--- config.mk ---
export PLATFORM = sky130hd
export DESIGN_NAME = hpc_pin_select
export DESIGN_NICKNAME = d
export VERILOG_FILES = /design/src/pkg/hpc_pkg.sv /design/src/verilog/hpc_pin_select.sv
export SDC_FILE = /design/constraint.sdc
export NUM_CORES = 1
export LEC_CHECK = 0
export BUFFER_PORTS_ARGS = -buffer_cell sky130_fd_sc_hd__buf_2
export CAP_MARGIN = 0
export CORE_ASPECT_RATIO = 1.5
export CORE_MARGIN = 2
export CORE_UTILIZATION = 35
export CTS_BUF_LIST = sky130_fd_sc_hd__clkbuf_2 sky130_fd_sc_hd__clkbuf_4 sky130_fd_sc_hd__clkbuf_8
export DETAILED_ROUTE_END_ITERATION = 10
export SYNTH_ARGS = -nofsm -noshare
export SYNTH_HDL_FRONTEND = slang
export SYNTH_SLANG_ARGS = --single-unit
export TNS_END_PERCENT = 10
--- constraint.sdc ---
create_clock -name sys_clk -period 1.5 [get_ports sys_clk]
set_input_delay 0.075 -clock sys_clk [delete_from_list [all_inputs] [get_ports sys_clk]]
set_output_delay 0.075 -clock sys_clk [all_outputs]
set_load 0.005 [all_outputs]
--- src/pkg/hpc_pkg.sv ---
// hpc_pkg: constants and carrier types of the host control pin select block
package hpc_pkg;

  ////////////////////////////////////////////////////////////////////////////
  // register port geometry
  localparam int ADDR_W = 4;
  localparam int DATA_W = 16;

  // register offsets
  localparam logic [ADDR_W-1:0] REG_PIN_CFG = 4'h0;
  localparam logic [ADDR_W-1:0] REG_PIN_STAT = 4'h1;
  localparam logic [ADDR_W-1:0] REG_HOST_ADDR = 4'h2;
  localparam logic [ADDR_W-1:0] REG_BYTE_ERR = 4'h3;

  // pin config fields (dir bit 1 = output)
  localparam int CFG_DIR44_BIT = 0;
  localparam int CFG_DIR45_BIT = 1;
  localparam int CFG_OUT44_BIT = 4;
  localparam int CFG_OUT45_BIT = 5;
  localparam logic [DATA_W-1:0] CFG_RESET = 16'h0000;

  // pin status fields
  localparam int STAT_HOST_BIT = 0;
  localparam int STAT_OFF_BIT = 1;
  localparam int STAT_IN44_BIT = 2;
  localparam int STAT_IN45_BIT = 3;
  localparam int STAT_SEL_LSB = 4;
  localparam int STAT_SECOND_BIT = 6;

  // byte order error fields
  localparam int ERR_ORDER_BIT = 0;

  localparam logic [DATA_W-1:0] ADDR_RESET = 16'h0000;

  // off mode pin levels
  localparam logic OFF_TRST_LVL = 1'b0;
  localparam logic OFF_EMULATION_PIN_0_LVL = 1'b1;
  localparam logic OFF_EMU1_LVL = 1'b0;

  // access select codes
  localparam logic [1:0] SEL_CONTROL = 2'h0;
  localparam logic [1:0] SEL_DATA_INC = 2'h1;
  localparam logic [1:0] SEL_ADDRESS = 2'h2;
  localparam logic [1:0] SEL_DATA = 2'h3;

  ////////////////////////////////////////////////////////////////////////////
  typedef enum logic [1:0] {
    TGT_CONTROL,
    TGT_DATA_INC,
    TGT_ADDRESS,
    TGT_DATA
  } hpc_target_t;

  typedef enum logic [1:0] {
    MODE_IN_RESET,
    MODE_PIO,
    MODE_HOST
  } hpc_mode_t;

  typedef struct packed {
    logic [ADDR_W-1:0] addr;
    logic [DATA_W-1:0] wdata;
    logic wr;
    logic rd;
  } hpc_reg_req_t;

  typedef struct packed {
    logic test_rst_n;
    logic emulation_pin_0;
    logic emulation_off_pin;
  } hpc_dbg_t;

  typedef struct packed {
    logic host_chip_select_n;
    logic access_sel_1;
    logic access_sel_0;
    logic [7:0] host_shared_bus;
  } hpc_host_in_t;

  typedef struct packed {
    logic o;
    logic oe_n;
  } hpc_pin_drv_t;

endpackage

--- src/verilog/hpc_pin_select.sv ---
// hpc_pin_select: reset-time function select and host strobes of the host control pins
//
// Contract
// - strap low at reset: pin a becomes parallel io bit 44.
// - strap high at reset: pin a becomes the host address strobe.
// - strap low at reset: pin b becomes parallel io bit 45.
// - strap high at reset: pin b becomes the host byte identification input.
// - pin functions fixed when reset releases and held afterwards.
// - io bit 44 leaves reset as an input.
// - io bit 45 leaves reset as an input.
// - address strobe is an input after reset.
// - byte identification is an input after reset.
// - address strobe captures the presented address into the host address register.
// - address strobe works only in multiplexed host mode.
// - four access select states choose control, data-inc, address or data register.
// - host control pins float while the device is in off mode.
// - each multiplexed host cycle is two consecutive byte transfers.
// - ready floats in reset and in off mode, drives one otherwise.
//
// Local design decisions: the plain strobed port and the address map.
`timescale 1ns/1ps

module hpc_pin_select (
  // clock and reset
  input wire logic sys_clk,
  input wire logic sys_rst,
  // strap and debug pins
  input wire logic boot_strap_input,
  input wire hpc_pkg::hpc_dbg_t dbg_pins,
  // host control pin a
  input wire logic host_ctrl_pin_a_i,
  output logic host_ctrl_pin_a_o,
  output logic host_ctrl_pin_a_oe_n,
  // host control pin b
  input wire logic host_ctrl_pin_b_i,
  output logic host_ctrl_pin_b_o,
  output logic host_ctrl_pin_b_oe_n,
  // other host pins
  input wire hpc_pkg::hpc_host_in_t host_in,
  output logic host_ready_out_o,
  output logic host_ready_out_oe_n,
  // decoded host view
  output logic host_mode,
  output hpc_pkg::hpc_target_t host_target,
  output logic addr_captured,
  // register port
  input wire hpc_pkg::hpc_reg_req_t reg_req,
  output logic [hpc_pkg::DATA_W-1:0] reg_rdata
);

  ////////////////////////////////////////////////////////////////////////////
  // decode of the access select pins, shared by status and the host_target output
  function automatic hpc_pkg::hpc_target_t decode_target(input logic [1:0] sel);
    hpc_pkg::hpc_target_t t;
    t = hpc_pkg::TGT_CONTROL;
    case (sel)
      hpc_pkg::SEL_CONTROL: t = hpc_pkg::TGT_CONTROL;
      hpc_pkg::SEL_DATA_INC: t = hpc_pkg::TGT_DATA_INC;
      hpc_pkg::SEL_ADDRESS: t = hpc_pkg::TGT_ADDRESS;
      hpc_pkg::SEL_DATA: t = hpc_pkg::TGT_DATA;
      default: t = hpc_pkg::TGT_CONTROL;
    endcase
    return t;
  endfunction

  function automatic logic [1:0] target_code(input hpc_pkg::hpc_target_t t);
    logic [1:0] c;
    c = hpc_pkg::SEL_CONTROL;
    case (t)
      hpc_pkg::TGT_CONTROL: c = hpc_pkg::SEL_CONTROL;
      hpc_pkg::TGT_DATA_INC: c = hpc_pkg::SEL_DATA_INC;
      hpc_pkg::TGT_ADDRESS: c = hpc_pkg::SEL_ADDRESS;
      hpc_pkg::TGT_DATA: c = hpc_pkg::SEL_DATA;
      default: c = hpc_pkg::SEL_CONTROL;
    endcase
    return c;
  endfunction

  ////////////////////////////////////////////////////////////////////////////
  // whole module state
  typedef struct packed {
    // two-stage synchronisers for pins from outside the clock domain
    logic strap_s1;
    logic strap_s2;
    logic [2:0] dbg_s1;
    logic [2:0] dbg_s2;
    logic pa_s1;
    logic pa_s2;
    logic pa_s3;
    logic pb_s1;
    logic pb_s2;
    logic [10:0] hin_s1;
    logic [10:0] hin_s2;
    // mode and pin control
    hpc_pkg::hpc_mode_t mode;
    // latched host mode kept as its own flop so the output needs no decode
    logic host_flag;
    logic off;
    logic [hpc_pkg::DATA_W-1:0] cfg;
    hpc_pkg::hpc_pin_drv_t pin_a;
    hpc_pkg::hpc_pin_drv_t pin_b;
    hpc_pkg::hpc_pin_drv_t ready;
    // host side
    hpc_pkg::hpc_target_t target;
    logic second_byte;
    logic [hpc_pkg::DATA_W-1:0] host_addr;
    logic captured;
    logic order_err;
    // register read data
    logic [hpc_pkg::DATA_W-1:0] rdata;
  } state_t;

  state_t st_reg;
  state_t st_next;

  ////////////////////////////////////////////////////////////////////////////
  // combinational helpers
  hpc_pkg::hpc_host_in_t hin;
  logic off_now;
  logic strobe_fall;
  logic host_cycle;
  logic order_fault;
  logic [hpc_pkg::DATA_W-1:0] stat_word;

  always_comb begin
    hin = hpc_pkg::hpc_host_in_t'(st_reg.hin_s2);
    off_now = (st_reg.dbg_s2[2] == hpc_pkg::OFF_TRST_LVL) &&
      (st_reg.dbg_s2[1] == hpc_pkg::OFF_EMULATION_PIN_0_LVL) &&
      (st_reg.dbg_s2[0] == hpc_pkg::OFF_EMU1_LVL);
    // strobe is active low; only a falling edge starts a byte capture
    strobe_fall = st_reg.pa_s3 && !st_reg.pa_s2;
    // chip select gates every host access
    host_cycle = (st_reg.mode == hpc_pkg::MODE_HOST) && !hin.host_chip_select_n;
    // a byte whose ident does not match the pending half breaks the pairing
    order_fault = host_cycle && strobe_fall && (st_reg.pb_s2 != st_reg.second_byte);
    stat_word = '0;
    stat_word[hpc_pkg::STAT_HOST_BIT] = (st_reg.mode == hpc_pkg::MODE_HOST);
    stat_word[hpc_pkg::STAT_OFF_BIT] = st_reg.off;
    stat_word[hpc_pkg::STAT_IN44_BIT] = st_reg.pa_s2;
    stat_word[hpc_pkg::STAT_IN45_BIT] = st_reg.pb_s2;
    stat_word[hpc_pkg::STAT_SEL_LSB +: 2] = target_code(st_reg.target);
    stat_word[hpc_pkg::STAT_SECOND_BIT] = st_reg.second_byte;
  end

  ////////////////////////////////////////////////////////////////////////////
  // next state
  always_comb begin
    st_next = st_reg;

    // synchronisers: first stage feeds only the second
    st_next.strap_s1 = boot_strap_input;
    st_next.strap_s2 = st_reg.strap_s1;
    st_next.dbg_s1 = {dbg_pins.test_rst_n, dbg_pins.emulation_pin_0,
      dbg_pins.emulation_off_pin};
    st_next.dbg_s2 = st_reg.dbg_s1;
    st_next.pa_s1 = host_ctrl_pin_a_i;
    st_next.pa_s2 = st_reg.pa_s1;
    st_next.pa_s3 = st_reg.pa_s2;
    st_next.pb_s1 = host_ctrl_pin_b_i;
    st_next.pb_s2 = st_reg.pb_s1;
    st_next.hin_s1 = host_in;
    st_next.hin_s2 = st_reg.hin_s1;
    st_next.off = off_now;
    st_next.rdata = '0;

    case (st_reg.mode)
      hpc_pkg::MODE_IN_RESET: begin
        // strap read only now; later pin changes cannot move the choice
        if (st_reg.strap_s2) begin
          st_next.mode = hpc_pkg::MODE_HOST;
        end else begin
          st_next.mode = hpc_pkg::MODE_PIO;
        end
      end
      hpc_pkg::MODE_PIO: begin
        st_next.mode = hpc_pkg::MODE_PIO;
      end
      hpc_pkg::MODE_HOST: begin
        st_next.mode = hpc_pkg::MODE_HOST;
      end
      default: begin
        st_next.mode = hpc_pkg::MODE_IN_RESET;
      end
    endcase

    // pin drivers
    st_next.ready.o = 1'b1;
    st_next.ready.oe_n = 1'b0;
    if (st_reg.mode == hpc_pkg::MODE_PIO) begin
      st_next.pin_a.o = st_reg.cfg[hpc_pkg::CFG_OUT44_BIT];
      st_next.pin_a.oe_n = !st_reg.cfg[hpc_pkg::CFG_DIR44_BIT];
      st_next.pin_b.o = st_reg.cfg[hpc_pkg::CFG_OUT45_BIT];
      st_next.pin_b.oe_n = !st_reg.cfg[hpc_pkg::CFG_DIR45_BIT];
    end else begin
      // host strobes are pure inputs
      st_next.pin_a.o = 1'b0;
      st_next.pin_a.oe_n = 1'b1;
      st_next.pin_b.o = 1'b0;
      st_next.pin_b.oe_n = 1'b1;
    end
    if (off_now) begin
      st_next.pin_a.oe_n = 1'b1;
      st_next.pin_b.oe_n = 1'b1;
      st_next.ready.oe_n = 1'b1;
    end

    // host side: target decode and two-byte address capture
    st_next.captured = 1'b0;
    if (host_cycle) begin
      st_next.target = decode_target({hin.access_sel_1, hin.access_sel_0});
    end
    if (host_cycle && strobe_fall) begin
      if (!st_reg.pb_s2) begin
        // first byte carries the upper half
        st_next.host_addr[15:8] = hin.host_shared_bus;
        st_next.second_byte = 1'b1;
        // a first byte while one is pending means the host lost a pairing
        if (st_reg.second_byte) begin
          st_next.order_err = 1'b1;
        end
      end else begin
        st_next.host_addr[7:0] = hin.host_shared_bus;
        st_next.second_byte = 1'b0;
        st_next.captured = st_reg.second_byte;
        // a second byte with no first byte before it breaks the pairing
        if (!st_reg.second_byte) begin
          st_next.order_err = 1'b1;
        end
      end
    end

    // register writes; error clear is write-one, and a new error wins
    if (reg_req.wr) begin
      case (reg_req.addr)
        hpc_pkg::REG_PIN_CFG: begin
          st_next.cfg = reg_req.wdata;
        end
        hpc_pkg::REG_BYTE_ERR: begin
          if (reg_req.wdata[hpc_pkg::ERR_ORDER_BIT] && !order_fault) begin
            st_next.order_err = 1'b0;
          end
        end
        default: begin
          st_next.cfg = st_reg.cfg;
        end
      endcase
    end

    // register reads: data stands in the next cycle only
    if (reg_req.rd) begin
      case (reg_req.addr)
        hpc_pkg::REG_PIN_CFG: st_next.rdata = st_reg.cfg;
        hpc_pkg::REG_PIN_STAT: st_next.rdata = stat_word;
        hpc_pkg::REG_HOST_ADDR: st_next.rdata = st_reg.host_addr;
        hpc_pkg::REG_BYTE_ERR: begin
          st_next.rdata = '0;
          st_next.rdata[hpc_pkg::ERR_ORDER_BIT] = st_reg.order_err;
        end
        default: st_next.rdata = '0;
      endcase
    end

    // reset: constants only, synchronisers keep running for the strap
    if (sys_rst) begin
      st_next.mode = hpc_pkg::MODE_IN_RESET;
      st_next.cfg = hpc_pkg::CFG_RESET;
      st_next.pin_a = '{o: 1'b0, oe_n: 1'b1};
      st_next.pin_b = '{o: 1'b0, oe_n: 1'b1};
      st_next.ready = '{o: 1'b0, oe_n: 1'b1};
      st_next.target = hpc_pkg::TGT_CONTROL;
      st_next.second_byte = 1'b0;
      st_next.host_addr = hpc_pkg::ADDR_RESET;
      st_next.captured = 1'b0;
      st_next.order_err = 1'b0;
      st_next.rdata = '0;
    end

    // follows the mode of the same edge, so reset clears it too
    st_next.host_flag = (st_next.mode == hpc_pkg::MODE_HOST);
  end

  ////////////////////////////////////////////////////////////////////////////
  always_ff @(posedge sys_clk) begin
    st_reg <= st_next;
  end

  ////////////////////////////////////////////////////////////////////////////
  // outputs straight from state
  assign host_ctrl_pin_a_o = st_reg.pin_a.o;
  assign host_ctrl_pin_a_oe_n = st_reg.pin_a.oe_n;
  assign host_ctrl_pin_b_o = st_reg.pin_b.o;
  assign host_ctrl_pin_b_oe_n = st_reg.pin_b.oe_n;
  assign host_ready_out_o = st_reg.ready.o;
  assign host_ready_out_oe_n = st_reg.ready.oe_n;
  assign host_mode = st_reg.host_flag;
  assign host_target = st_reg.target;
  assign addr_captured = st_reg.captured;
  assign reg_rdata = st_reg.rdata;

endmodule
==> metrics <==
largest net degree at the start of global routing 27; CP max FO 8; worst relative slew slack 0.650; wire length per cell 13.7 microns; Remaining Overflow, GRT 0; First DRT Iteration DRCs 143; Sw Share 0.204; Die Wd 82.5 microns; Synth Register Bits 98; commonest non-fill, non-tap cell in the layout dfxtp_1; Crit. End Element flop; clock skew 0.0154 ns; Worst setup SP type flop; core outline area 0.00909 sq mm; Via density 4.64; Max Slew Vio Count 0; Initial Util 0.355; IO buf count 66; most frequent cells in the layout dfxtp_1 (98), buf_2 (66), dlygate4sd3_1 (33); sequential share of power 0.517; kind of critical path flop to flop; switching pwr 1.07 mW; static leakage 1.75 nW; DIE HEIGHT 122 microns; max reg flops 43; CTS H-tree lvls 3; Hold WS 0.0136 ns; Synth Flop Type dfxtp_1; CTS tree done; RSZ-0062 raised after global routing no; syn nets 344; first-pass GRT wire length 10.7 mm; crit share post-route 0.904; TritonCTS sink count 98; Total Routing Usage GR 0.145; Die ar. 0.0100 sq mm; vias 2360; Clk pwr share 0.425; final hold vios 0; Design Area, Final 0.00418 sq mm; antenna violations before repair 0; WL met1 2.93 mm; vias in the first global route 2273; Antenna diodes 0; power per cell area 1250 mW/mm^2; Reg clk slew, reported paths 0.09 ns; Routed WL 6.95 mm; Peak VDD IR 498 uV; Overall Power 5.22 mW; Yosys cell types 35; Pint 4.16 mW; Synth Instances 303; Total Neg Setup Slack 0 ns; min Tclk post-route 1.36 ns; Post-DP Area 0.00358 sq mm; drt pass-1 iters 4; clock root buffer clkbuf_8; Residual DRC 0; Post-synth EDFFs 0; Critical Path AT 1.65 ns; Mapped Area 0.00323 sq mm; worst hold-check path type input port to flop; met3 WL post-DR 322 microns; Max Cap Viol 0; combinational share of power 0.058; Final setup viols 0; clock tree buffer depth 2; area delta synth->final 29.4%; Async SR Flop Fraction 0; ratio of cells with drive above 1 in the final layout 0.257; antenna viol nets, final 0; FP Rows 43; status finished, final reports clean; worst-margin pin slew 0.525 ns; top layer reached by signal wires met4; DPL Wire Length 4.89 mm; Syn Area/Cell 10.7 sq um; Seq/Total Area, Yosys 0.607; fmax 737 MHz; met2 WL 3.52 mm; gpl congestion 0.803; final net count 433; Ys Warns 0; CTS Buf Count 9; PostCTS Resize Cnt 0; IO Count 67; clk_lat worst skew 0.37 ns; CP required 1.79 ns
power by group through the flow:
| stage | combinational, mW | sequential [mW] | clock, mW |
|---|---|---|---|
| after floorplan | 0.126 | 2.75 | 0 |
| after global placement | 0.235 | 2.76 | 0 |
| after detailed placement | 0.238 | 2.76 | 0 |
| after CTS | 0.303 | 2.70 | 2.26 |
| after global routing | 0.333 | 2.71 | 2.35 |
| final | 0.302 | 2.70 | 2.22 |
cell usage after synthesis, types with 5 or more instances:
master	instances	area [sq um]
nand3_1	19	95.1
o21ai_1	10	50.1
o21ai_0	6	30.0
mux2i_1	24	240
dfxtp_1	98	1960
buf_2	5	25.0
nor2_1	19	71.3
buf_4	20	150
clkbuf_1	7	26.3
nand2_1	28	105
a22oi_1	9	67.6
a2bb2oi_1	5	43.8
a21oi_1	20	100
layer usage:
layer / track usage / vias up
met3: 0.0193 / 15
met5: 0 / -
met1: 0.171 / 1085
met4: 0.0938 / 0
li1: - / 1198
met2: 0.240 / 62
final timing paths:
kind,from,endpoint,slack (ns),depth (start not counted)
max,st_next[87],st_reg[33],0.14,4
min,sys_rst,host_target[0],0.01,2
max reg2reg,st_next[87],st_reg[33],0.14,4
min reg2reg,st_next[96],st_reg[96],0.33,0
cell type report:
class | instances | area [sq um]
Fill cell | 859 | 4910
Sequential cell | 98 | 1960
Multi-Input combinational cell | 168 | 1030
Timing Repair Buffer | 112 | 758
Tap cell | 112 | 140
Clock buffer | 10 | 138
Clock inverter | 6 | 138
Inverter | 3 | 11.3
cells by family (layout without fill, tap and decap cells):
group,after synthesis,count (layout),synth area share
DFF,98,98,0.607
and+or+nand+nor,89,89,0.142
AOI/OAI and AO/OA,53,53,0.0980
buffers and inverters,37,131,0.0728
muxes,25,25,0.0778
xor gates and xnor gates,1,1,0.00271
critical path, stage by stage, from the launching register on:
cell and delay (ns):
dfxtp_1 0.33, and4bb_2 0.34, nor3b_1 0.20, buf_4 0.23
mux2i_1 0.20
through the flow:
step,instances,setup WS (ns),util
6_report,509,0.144,0.460
5_1_grt,509,0.0232,0.460
4_1_cts,509,0.116,0.460
3_5_place_dp,460,0.131,0.393
3_3_place_gp,460,0.177,0.393
2_1_floorplan,303,0.255,-
repair_timing:
item	in CTS	in global routing
buffers inserted	0	0
hold buffers	33	0
endpoints found under the hold margin	33	0
Note: power is estimated with default switching activity, not from simulation.
